## src/mwm_defines.vh

```
// register offsets, reset values, field positions and timing constants
// for the motion window monitor; definitions only
`ifndef MWM_DEFINES_VH
`define MWM_DEFINES_VH

// register offsets (16-bit register address)
`define MWM_A_ERR_HIST      16'h1003
`define MWM_A_REACTION      16'h3700
`define MWM_A_STATUS_WORD   16'h6041
`define MWM_A_MODE          16'h6060
`define MWM_A_POS_INC       16'h6063
`define MWM_A_POS_USER      16'h6064
`define MWM_A_FE_TOL        16'h6065
`define MWM_A_FE_TIMEOUT    16'h6066
`define MWM_A_TP_TOL        16'h6067
`define MWM_A_TP_DWELL      16'h6068
`define MWM_A_SPD_SETPOINT  16'h606b
`define MWM_A_ACT_SPEED     16'h606c
`define MWM_A_TS_TOL        16'h606d
`define MWM_A_TS_DWELL      16'h606e
`define MWM_A_IRQ_STATUS    16'h7000
`define MWM_A_IRQ_CLEAR     16'h7001
`define MWM_A_IRQ_ENABLE    16'h7002

// reset values
`define MWM_R_FE_TOL        32'h00000100
`define MWM_R_FE_TIMEOUT    16'h0064
`define MWM_R_TP_TOL        32'h0000000a
`define MWM_R_TP_DWELL      16'h0064
`define MWM_R_TS_TOL        16'h001e
`define MWM_R_TS_DWELL      16'h0000
`define MWM_R_MODE          8'h00
`define MWM_R_REACTION      16'h0000

// monitoring-off sentinels
`define MWM_FE_OFF          32'hffffffff
`define MWM_TP_OFF          32'h0fffffff

// operating modes
`define MWM_MODE_PP         8'h01
`define MWM_MODE_PV         8'h03
`define MWM_MODE_IP         8'h07

// status word bits
`define MWM_SW_TARGET       10
`define MWM_SW_FOLLOW       13

// interrupt bits
`define MWM_IRQ_FOLLOW      0
`define MWM_IRQ_TARGET      1

// timing: 1 ms tick from a 100 ns clock
`define MWM_TICK_NS         1000000
`define MWM_CLK_NS          100

`endif

```

## src/mwm_top.v

```verilog
// motion window monitor: following error, target position and target
// speed windows with millisecond persistence, register port access
// assumes one 10 MHz clock, synchronous inputs from the motion core
`include "mwm_defines.vh"
`timescale 1ns/1ps

module mwm_top
#(
  parameter TICK_CYCLES = `MWM_TICK_NS / `MWM_CLK_NS,
  parameter [15:0] ERR_CODE = 16'h8611
)
(
  input wire clock_i,
  input wire rst_i,
  input wire [15:0] addr_i,
  input wire [31:0] wr_data_i,
  input wire wr_i,
  input wire rd_i,
  output reg [31:0] rd_data_o,
  input wire [31:0] pos_inc_i,
  input wire [31:0] pos_user_i,
  input wire [31:0] pos_demand_i,
  input wire [31:0] target_pos_i,
  input wire [31:0] speed_i,
  input wire [31:0] target_speed_i,
  input wire [31:0] ramp_speed_i,
  input wire homing_done_i,
  output reg [15:0] status_word_o,
  output reg err_log_o,
  output reg irq_o
);

  // ------------------------------------------------------------------
  // helpers
  // ------------------------------------------------------------------
  // magnitude of a signed difference; 33 bits so no wrap at extremes
  function [32:0] abs_diff;
    input [31:0] a;
    input [31:0] b;
    reg [32:0] d;
    begin
      d = {a[31], a} - {b[31], b};
      abs_diff = d[32] ? (~d + 33'd1) : d;
    end
  endfunction

  // persistence counter: clear on drop, saturating count of ms ticks
  function [16:0] tmr_next;
    input cond;
    input tick;
    input [16:0] cnt;
    begin
      if (!cond)
        tmr_next = 17'h00000;
      else if (tick && !cnt[16])
        tmr_next = cnt + 17'h00001;
      else
        tmr_next = cnt;
    end
  endfunction

  // ------------------------------------------------------------------
  // registers
  // ------------------------------------------------------------------
  reg [31:0] fe_tol;
  reg [15:0] fe_timeout;
  reg [31:0] tp_tol;
  reg [15:0] tp_dwell;
  reg [15:0] ts_tol;
  reg [15:0] ts_dwell;
  reg [7:0] mode;
  reg [15:0] reaction;
  reg [15:0] err_count;
  reg [15:0] err_last;
  reg [31:0] pos_inc;
  reg [31:0] pos_user;
  reg [31:0] home_ref;
  reg [31:0] spd_setpoint;
  reg [31:0] act_speed;
  reg [1:0] irq_status;
  reg [1:0] irq_enable;
  reg [13:0] tick_cnt;
  reg tick;
  reg [16:0] fe_cnt;
  reg [16:0] tp_cnt;
  reg [16:0] ts_cnt;
  reg fe_flag;
  reg tgt_flag;

  wire wr_hit_clear;
  wire fe_cond;
  wire tp_cond;
  wire ts_cond;
  wire pos_mode;
  wire next_fe_flag;
  wire next_tgt_flag;
  wire [1:0] irq_events;

  // ------------------------------------------------------------------
  // ms tick
  // ------------------------------------------------------------------
  always @(posedge clock_i or posedge rst_i)
  begin
    if (rst_i)
    begin
      tick_cnt <= 14'h0000;
      tick <= 1'b0;
    end
    else if (tick_cnt == TICK_CYCLES[13:0] - 14'h0001)
    begin
      tick_cnt <= 14'h0000;
      tick <= 1'b1;
    end
    else
    begin
      tick_cnt <= tick_cnt + 14'h0001;
      tick <= 1'b0;
    end
  end

  // ------------------------------------------------------------------
  // register writes
  // ------------------------------------------------------------------
  assign wr_hit_clear = wr_i && (addr_i == `MWM_A_IRQ_CLEAR);

  always @(posedge clock_i or posedge rst_i)
  begin
    if (rst_i)
    begin
      fe_tol <= `MWM_R_FE_TOL;
      fe_timeout <= `MWM_R_FE_TIMEOUT;
      tp_tol <= `MWM_R_TP_TOL;
      tp_dwell <= `MWM_R_TP_DWELL;
      ts_tol <= `MWM_R_TS_TOL;
      ts_dwell <= `MWM_R_TS_DWELL;
      mode <= `MWM_R_MODE;
      reaction <= `MWM_R_REACTION;
      irq_enable <= 2'h0;
    end
    else if (wr_i)
    begin
      case (addr_i)
        `MWM_A_FE_TOL: fe_tol <= wr_data_i;
        `MWM_A_FE_TIMEOUT: fe_timeout <= wr_data_i[15:0];
        `MWM_A_TP_TOL: tp_tol <= wr_data_i;
        `MWM_A_TP_DWELL: tp_dwell <= wr_data_i[15:0];
        `MWM_A_TS_TOL: ts_tol <= wr_data_i[15:0];
        `MWM_A_TS_DWELL: ts_dwell <= wr_data_i[15:0];
        `MWM_A_MODE: mode <= wr_data_i[7:0];
        `MWM_A_REACTION: reaction <= wr_data_i[15:0];
        `MWM_A_IRQ_ENABLE: irq_enable <= wr_data_i[1:0];
        default: irq_enable <= irq_enable;
      endcase
    end
  end

  // ------------------------------------------------------------------
  // actual values
  // ------------------------------------------------------------------
  always @(posedge clock_i or posedge rst_i)
  begin
    if (rst_i)
    begin
      pos_inc <= 32'h00000000;
      pos_user <= 32'h00000000;
      home_ref <= 32'h00000000;
      spd_setpoint <= 32'h00000000;
      act_speed <= 32'h00000000;
    end
    else
    begin
      pos_inc <= pos_inc_i;
      if (homing_done_i)
      begin
        home_ref <= pos_user_i;
        pos_user <= 32'h00000000;
      end
      else
        pos_user <= pos_user_i - home_ref;
      spd_setpoint <= ramp_speed_i;
      act_speed <= speed_i;
    end
  end

  // ------------------------------------------------------------------
  // window conditions
  // ------------------------------------------------------------------
  // following error uses the rebased user position, as software sees it
  // sentinel gates the monitor
  assign fe_cond = (fe_tol != `MWM_FE_OFF) &&
    (abs_diff(pos_user, pos_demand_i) > {1'b0, fe_tol});

  assign pos_mode = (mode == `MWM_MODE_PP) || (mode == `MWM_MODE_IP);

  assign tp_cond = pos_mode && (tp_tol != `MWM_TP_OFF) &&
    (abs_diff(pos_user, target_pos_i) < {1'b0, tp_tol});

  assign ts_cond = (mode == `MWM_MODE_PV) &&
    (abs_diff(act_speed, target_speed_i) < {17'h00000, ts_tol});

  // ------------------------------------------------------------------
  // persistence timers
  // ------------------------------------------------------------------
  always @(posedge clock_i or posedge rst_i)
  begin
    if (rst_i)
    begin
      fe_cnt <= 17'h00000;
      tp_cnt <= 17'h00000;
      ts_cnt <= 17'h00000;
    end
    else
    begin
      fe_cnt <= tmr_next(fe_cond, tick, fe_cnt);
      tp_cnt <= tmr_next(tp_cond, tick, tp_cnt);
      ts_cnt <= tmr_next(ts_cond, tick, ts_cnt);
    end
  end

  assign next_fe_flag = fe_cond && (fe_cnt > {1'b0, fe_timeout});
  assign next_tgt_flag = (tp_cond && (tp_cnt > {1'b0, tp_dwell})) ||
    (ts_cond && (ts_cnt > {1'b0, ts_dwell}));

  // ------------------------------------------------------------------
  // status word, error history, interrupt
  // ------------------------------------------------------------------
  assign irq_events = {next_tgt_flag & ~tgt_flag,
    next_fe_flag & ~fe_flag};

  always @(posedge clock_i or posedge rst_i)
  begin
    if (rst_i)
    begin
      fe_flag <= 1'b0;
      tgt_flag <= 1'b0;
      status_word_o <= 16'h0000;
      err_count <= 16'h0000;
      err_last <= 16'h0000;
      err_log_o <= 1'b0;
      irq_status <= 2'h0;
      irq_o <= 1'b0;
    end
    else
    begin
      fe_flag <= next_fe_flag;
      tgt_flag <= next_tgt_flag;
      status_word_o <= 16'h0000;
      status_word_o[`MWM_SW_FOLLOW] <= next_fe_flag;
      status_word_o[`MWM_SW_TARGET] <= next_tgt_flag;
      // log only with a reaction set
      err_log_o <= irq_events[`MWM_IRQ_FOLLOW] && (reaction != 16'h0000);
      if (irq_events[`MWM_IRQ_FOLLOW] && (reaction != 16'h0000))
      begin
        err_count <= err_count + 16'h0001;
        err_last <= ERR_CODE;
      end
      // new events win over a clear in the same cycle
      irq_status <= irq_events |
        (irq_status & ~(wr_hit_clear ? wr_data_i[1:0] : 2'h0));
      irq_o <= |(irq_status & irq_enable);
    end
  end

  // ------------------------------------------------------------------
  // register reads
  // ------------------------------------------------------------------
  always @(posedge clock_i or posedge rst_i)
  begin
    if (rst_i)
      rd_data_o <= 32'h00000000;
    else if (rd_i)
    begin
      case (addr_i)
        `MWM_A_ERR_HIST: rd_data_o <= {err_last, err_count};
        `MWM_A_REACTION: rd_data_o <= {16'h0000, reaction};
        `MWM_A_STATUS_WORD: rd_data_o <= {16'h0000, status_word_o};
        `MWM_A_MODE: rd_data_o <= {24'h000000, mode};
        `MWM_A_POS_INC: rd_data_o <= pos_inc;
        `MWM_A_POS_USER: rd_data_o <= pos_user;
        `MWM_A_FE_TOL: rd_data_o <= fe_tol;
        `MWM_A_FE_TIMEOUT: rd_data_o <= {16'h0000, fe_timeout};
        `MWM_A_TP_TOL: rd_data_o <= tp_tol;
        `MWM_A_TP_DWELL: rd_data_o <= {16'h0000, tp_dwell};
        `MWM_A_SPD_SETPOINT: rd_data_o <= spd_setpoint;
        `MWM_A_ACT_SPEED: rd_data_o <= act_speed;
        `MWM_A_TS_TOL: rd_data_o <= {16'h0000, ts_tol};
        `MWM_A_TS_DWELL: rd_data_o <= {16'h0000, ts_dwell};
        `MWM_A_IRQ_STATUS: rd_data_o <= {30'h00000000, irq_status};
        `MWM_A_IRQ_ENABLE: rd_data_o <= {30'h00000000, irq_enable};
        // unmapped and write-only addresses read zero
        default: rd_data_o <= 32'h00000000;
      endcase
    end
    else
      rd_data_o <= 32'h00000000;
  end

endmodule

```

## config.mk

```make
export PLATFORM = sky130hd
export DESIGN_NAME = mwm_top
export DESIGN_NICKNAME = d
export VERILOG_FILES = /design/src/mwm_top.v
export VERILOG_INCLUDE_DIRS = /design/src
export SDC_FILE = /design/constraint.sdc
export NUM_CORES = 1
export LEC_CHECK = 0
export BUFFER_PORTS_ARGS = -buffer_cell sky130_fd_sc_hd__buf_4
export CORE_MARGIN = 1
export CORE_UTILIZATION = 55
export DETAILED_ROUTE_END_ITERATION = 10
export HOLD_SLACK_MARGIN = 0.06
export PLACE_DENSITY = 0.77
export SLEW_MARGIN = 20
export SYNTH_ARGS = -nofsm -noshare
export SYNTH_HDL_FRONTEND = slang
export SYNTH_SLANG_ARGS = --single-unit
export TNS_END_PERCENT = 50
```

## constraint.sdc

```tcl
create_clock -name clock_i -period 30.3 [get_ports clock_i]
set_clock_uncertainty 0.1 [all_clocks]
set_input_delay 3.03 -clock clock_i [delete_from_list [all_inputs] [get_ports clock_i]]
set_output_delay 3.03 -clock clock_i [all_outputs]
set_load 0.005 [all_outputs]
```

==> results.py, run 1 <==
metrics = {
    "floorplanning": {
        "die_x_microns": 238,
        "die_area_sq_mm": 0.0564,
        "start_util": 0.561,
        "die_h_microns": 238,
        "std_cell_rows": 85,
        "core_area_sq_mm": 0.0543,
        "io_pins": 327,
    },
    "final_layout": {
        "fillers": 4515,
        "drive_above_1_share": 0.185,
        "fin_area_sq_mm": 0.0351,
        "area_growth_pct": 15.0,
        "finalNetCount": 4109,
    },
    "logic_synthesis": {
        "synth_top_area_share": 0.346,
        "synth_top_cells_by_area": "dfrtp_1, ha_1, mux2_2",
        "synth_seq_cells": 435,
        "syn_inst": 3291,
        "async_flop_share": 1.00,
        "netlist-cell-type-count": 109,
        "synth_most_common_cell": "dfrtp_1",
        "avgSynthCellArea_sq_um": 9.27,
        "seq_area_frac_synth": 0.357,
        "syn_area_sq_mm": 0.0305,
        "synth_ff_type": "dfrtp_1",
        "synth_edf_count": 0,
        "yosysWarnings": 0,
        "synth_top_area_cell": "dfrtp_1",
        "synth_common_cells": "dfrtp_1, inv_1, ha_1",
    },
    "sta": {
        "maxSlewViolCount": 0,
        "fmax_mhz": 114,
        "setup_tns_ns": 0,
        "slew_headroom": 0.323,
        "holdWs_ns": 0.387,
        "rsz0062_at_grt": "no",
        "tightest_slew_ns": 1.01,
        "setup_violations": 0,
        "min_period_ns": 8.74,
        "hold_violations": 0,
        "fin_crit_sh": 0.289,
    },
    "clock_tree": {
        "cts-resized-gates": 0,
        "clkSinkCount": 435,
        "cts_buffers": 49,
        "clockBufferDepth": 3,
        "cts.clk_slew.worst_paths_ns": 0.06,
        "cts_tree": "done",
        "insertion_delay_ns": 0.61,
        "ctsHtreeMaxLevel": 2,
        "ctsHoldBuffers": 0,
        "cts_root_buf": "clkbuf_16",
        "cts_setup_buffers": 0,
    },
    "setup_path": {
        "slowest_delay_ns": 0.59,
        "cp.required_ns": 30.65,
        "arrival_ns": 9.10,
        "worst_path_max_delay_cell": "or4b_4",
        "cp_max_fo": 17,
        "end_kind": "flip-flop",
        "crit_type": "primary input to flip-flop",
        "reg2reg_depth": 27,
        "path_common_cell": "o21ai_0",
        "critPathLaunchType": "primary input",
    },
    "power": {
        "power_w": 0.00191,
        "p_sw_w": 0.000673,
        "clock_power_share": 0.309,
        "irDropWorstVdd_v": 0.0000418,
        "powerDensity_mw_per_mm2": 54.5,
        "p_int_w": 0.00124,
        "sw_frac_of_total": 0.352,
        "combPwrFrac": 0.364,
        "sequentialPowerShare": 0.326,
        "p_leak_nw": 16.1,
    },
    "routing": {
        "wl_per_cell_microns": 21.4,
        "drcViolationCount": 5,
        "drt_first_pass_iters": 11,
        "viasPerCell": 6.09,
        "antenna_left": 0,
        "vias": 26472,
        "first_iter_violations": 2686,
        "wirelength_microns": 93000,
    },
    "placement": {
        "dpl.hpwl_microns": 72000,
        "gp_congestion": 0.956,
        "io_buffers": 312,
        "place_area_sq_mm": 0.0335,
    },
    "status": {
        "violations": "design-rule violations",
        "status": "complete, but fails checks",
    },
    "hold_path": {
        "hold_path.class": "flip-flop to flip-flop",
        "min_path_cells": 1,
    },
    "global_route": {
        "grt_remaining_overflow": 0,
        "grt_pass1_vias": 25438,
        "antenna_found_initial": 4,
        "grt_usage": 0.328,
        "grt_max_degree": 168,
        "grt_pass1_wl_microns": 143000,
    },
    "job": {
        "drv_cap": 0,
    },
}
[power groups by stage]
stage / logic, W / registers, W / clock network [W]
2_1_floorplan: 0.000527 / 0.000617 / 0
3_5_place_dp: 0.000686 / 0.000633 / 0
5_1_grt: 0.000786 / 0.000625 / 0.000623
4_1_cts: 0.000691 / 0.000623 / 0.000601
3_3_place_gp: 0.000677 / 0.000633 / 0
6_report: 0.000697 / 0.000624 / 0.000592
[worst paths after layout]
path | from | to | slack, ns
worst min-delay path | tick_cnt[0] | tick_cnt[0] | 0.39
worst max register to register | pos_user[1] | fe_cnt[1] | 23.55
worst min register to register | tick_cnt[0] | tick_cnt[0] | 0.39
worst max-delay path | pos_demand_i[4] | fe_cnt[1] | 21.56
max in group asynchronous | rst_i | spd_setpoint[18] | 25.57
min in group asynchronous | rst_i | pos_inc[0] | 2.45
[layout by cell type, fill, tap and decap left out, types with 100 or more instances in the layout]
master,synthesis,routed
dfrtp_1,422,422
buf_4,18,332
nor2_1,241,238
xor2_1,100,100
a21oi_1,162,162
xnor2_1,137,137
inv_1,311,310
ha_1,261,261
nand2_1,214,214
o21ai_0,153,153
mux2_2,168,168
[registers in the layout (all words and copies together) (netlist names), 2 cells and up]
signal / flops
tick_cnt: 14
tp_tol: 32
err_count: 16
tp_dwell: 16
tp_cnt: 17
pos_inc: 32
home_ref: 32
ts_cnt: 17
fe_tol: 32
reaction: 16
mode: 8
pos_user: 32
act_speed: 32
fe_cnt: 17
ts_dwell: 16
irq_status: 2
status_word_o: 2
spd_setpoint: 32
rd_data_o: 32
fe_timeout: 16
irq_enable: 2
ts_tol: 16
[cell type report]
cell class | count | area (sq um) | share of cell area
Antenna cell | 3 | 7.51 | 0.000214
Tap cell | 739 | 925 | 0.0263
Sequential cell | 435 | 10900 | 0.311
Inverter | 311 | 1170 | 0.0335
Timing Repair Buffer | 334 | 2520 | 0.0719
Clock buffer | 62 | 1390 | 0.0395
Multi-Input combinational cell | 2436 | 18000 | 0.512
Clock inverter | 27 | 216 | 0.00617
[metal layers]
metal	share of wire	GRT usage	vias up
li1	-	-	12461
met1	0.43	0.445	12687
met2	0.44	0.509	1101
met3	0.091	0.0755	215
met4	0.038	0.129	8
met5	0.00068	0	-
[cells by family (layout without fill, tap and decap cells)]
| group | count (synthesis) | after routing | synth area share |
|---|---|---|---|
| DFF | 435 | 435 | 0.357 |
| and+or+nand+nor | 914 | 914 | 0.150 |
| adders and majority gates | 265 | 265 | 0.110 |
| xor gates and xnor gates | 238 | 238 | 0.0686 |
| AOI/OAI and AO/OA | 821 | 821 | 0.190 |
| buffers and inverters | 433 | 734 | 0.0568 |
| muxes | 184 | 184 | 0.0673 |
| other | 1 | 17 | 0.000123 |
[through the flow]
| stage | instances | util | setup WS, ns |
|---|---|---|---|
| finish | 4347 | 0.646 | 21.56 |
| global route | 4344 | 0.646 | 20.93 |
| CTS | 4344 | 0.646 | 21.60 |
| detailed placement | 4255 | 0.616 | 20.97 |
| global placement | 4255 | 0.616 | 21.09 |
| floorplan | 3304 | - | 15.07 |
[worst max-delay path, delay by kind of cell]
kind            cells  cell delay, ns
simple gates       10            2.49
compound gates     11            2.37
buf+inv             3            0.20
xor+xnor            2            0.37
fa+ha+maj           2            0.61
No activity file was read; power rests on OpenSTA's default activity.
==> run 2, diff against run 1 <==
--- a/config.mk
+++ b/config.mk
@@ -11,7 +11,7 @@
 export CORE_UTILIZATION = 55
 export DETAILED_ROUTE_END_ITERATION = 10
 export HOLD_SLACK_MARGIN = 0.06
-export PLACE_DENSITY = 0.77
+export PLACE_DENSITY = 0.8
 export SLEW_MARGIN = 20
 export SYNTH_ARGS = -nofsm -noshare
 export SYNTH_HDL_FRONTEND = slang
==> constraint.sdc (replaced) <==
create_clock -name clock_i -period 7.3 [get_ports clock_i]
set_clock_uncertainty 0.1 [all_clocks]
set_input_delay 0.73 -clock clock_i [delete_from_list [all_inputs] [get_ports clock_i]]
set_output_delay 0.73 -clock clock_i [all_outputs]
set_load 0.005 [all_outputs]
==> run 2 against run 1 <==
The flow now finishes without violations. Flip-flop and latch count is the same. Clock power rose to 4.3 times the previous value. Register-to-register slack got worse by 23 ns. Sequential share of layout area fell by 0.073 points. Combinational power rose to 4.2 times the previous value. Via count grew 1.9%.
==> results.py, run 2 (synthesized netlist as in run 1, its figures left out) <==
metrics = {
    "global_route": {
        "grt_pass1_vias": 25568,
        "antenna_found_initial": 5,
        "grt_max_degree": 186,
        "grt_remaining_overflow": 0,
        "grt_pass1_wl_microns": 146000,
        "grt_usage": 0.334,
    },
    "setup_path": {
        "path_common_cell": "o21ai_0",
        "worst_path_max_delay_cell": "or4b_1",
        "end_kind": "flip-flop",
        "critPathLaunchType": "flip-flop",
        "crit_buf_inv": 0,
        "critical-path-top-delay-family": "compound AO/OA/AOI/OAI gates",
        "slowest_delay_ns": 0.59,
        "cp.required_ns": 7.72,
        "arrival_ns": 7.04,
        "crit_type": "flip-flop to flip-flop",
        "cp_max_fo": 12,
        "crit_chain": "ha_1 -> o21ai_0 -> nor2_1 -> a21boi_1 -> o21ai_1 -> o21ai_0 -> a2111oi_0 -> a311oi_1 -> a2111oi_1 -> or4b_1 -> nand2b_1 -> nand2_1 -> xnor2_1 -> ha_1 -> and4_1 -> nand4_1 -> nor3_1 -> a32oi_1 -> o21ai_0 -> o22ai_4 -> nand3_2 -> nor4_1 -> xnor2_1",
    },
    "routing": {
        "first_iter_violations": 2958,
        "vias": 26982,
        "wirelength_microns": 94800,
        "drt_first_pass_iters": 6,
        "viasPerCell": 6.20,
        "antenna_left": 0,
        "drcViolationCount": 0,
        "wl_per_cell_microns": 21.8,
    },
    "clock_tree": {
        "cts.clk_slew.worst_paths_ns": 0.06,
        "insertion_delay_ns": 0.61,
        "clkSinkCount": 435,
        "cts_root_buf": "clkbuf_16",
        "ctsHtreeMaxLevel": 2,
        "cts_tree": "done",
        "cts_setup_buffers": 0,
        "cts_buffers": 48,
        "clockBufferDepth": 3,
        "ctsHoldBuffers": 0,
    },
    "floorplanning": {
        "core_area_sq_mm": 0.0543,
        "std_cell_rows": 85,
        "die_area_sq_mm": 0.0564,
        "io_pins": 327,
        "die_x_microns": 238,
        "start_util": 0.561,
        "die_h_microns": 238,
    },
    "sta": {
        "rsz0062_at_grt": "no",
        "slew_headroom": 0.299,
        "setup_violations": 0,
        "fmax_mhz": 151,
        "hold_violations": 0,
        "setup_tns_ns": 0,
        "tightest_slew_ns": 1.04,
        "min_period_ns": 6.63,
        "maxSlewViolCount": 0,
        "fin_crit_sh": 0.908,
        "holdWs_ns": 0.122,
    },
    "final_layout": {
        "finalNetCount": 4114,
        "diodes": 0,
        "drive_above_1_share": 0.185,
        "final_common_cell": "dfrtp_1",
        "area_growth_pct": 15.3,
        "final_cell_mix": "dfrtp_1, buf_4, inv_1, ha_1, nor2_1",
    },
    "placement": {
        "gp_congestion": 0.984,
        "dpl.hpwl_microns": 73000,
        "io_buffers": 312,
    },
    "power": {
        "p_leak_nw": 16.2,
        "irDropWorstVdd_v": 0.000183,
        "powerDensity_mw_per_mm2": 228,
        "power_w": 0.00803,
    },
    "hold_path": {
        "hold_path.class": "primary input to flip-flop",
    },
    "job": {
        "drv_cap": 0,
    },
    "status": {
        "status": "finished, final reports clean",
    },
}
## run 2: cell count changes in the layout (fill, tap and decap cells not counted), moves of 2 or more
cell / change
inv_6: -2
clkbuf_1: +4
bufinv_16: +2
clkinv_2: -3
diode_2: -3
buf_4: +6
## run 2: power by group
group | switching [W] | internal, W
clock | 0.00106 | 0.00147
combinational | 0.00166 | 0.00125
sequential | 0.000108 | 0.00249
## run 2: repair_timing
action,CTS,global route
hold endpoints to repair,0,0
setup endpoints to repair,0,17
gates resized for setup,0,1
## run 2: stage by stage
| step | setup slack, ns | std cells | utilization | area (sq um) |
|---|---|---|---|---|
| after CTS | 0.626 | 4349 | 0.647 | 35100 |
| after detailed placement | 0.352 | 4260 | 0.617 | 33500 |
| final | 0.673 | 4350 | 0.647 | 35200 |
| after floorplan | 0.605 | 3304 | - | 30600 |
| after global placement | 0.486 | 4260 | 0.617 | 33500 |
| after global routing | 0.116 | 4350 | 0.647 | 35200 |
## run 2: layout make-up
type	instances	area (sq um)
timing repair buffer	340	2580
fill	4518	19200
clock inverter	25	268
clock buffer	64	1360
inverter	311	1170
multi-input combinational	2436	18000
tap	739	925
sequential	435	10900
## run 2: final timing paths
path,startpoint,slack (ns),end,cells after the start
max,pos_user[4],0.67,err_count[10],23
max in group asynchronous,rst_i,5.39,spd_setpoint[16],5
min in group asynchronous,rst_i,0.20,fe_cnt[11],3
min,ramp_speed_i[23],0.12,spd_setpoint[23],1
min reg2reg,tick_cnt[0],0.38,tick_cnt[0],1
max reg2reg,pos_user[4],0.67,err_count[10],23
## run 2: routing by layer
layer | global-route usage | routed length, microns | vias up
li1 | - | - | 12485
met1 | 0.469 | 40200 | 12948
met2 | 0.511 | 41300 | 1337
met3 | 0.0691 | 9780 | 202
met4 | 0.120 | 3400 | 10
met5 | 0 | 73 | -
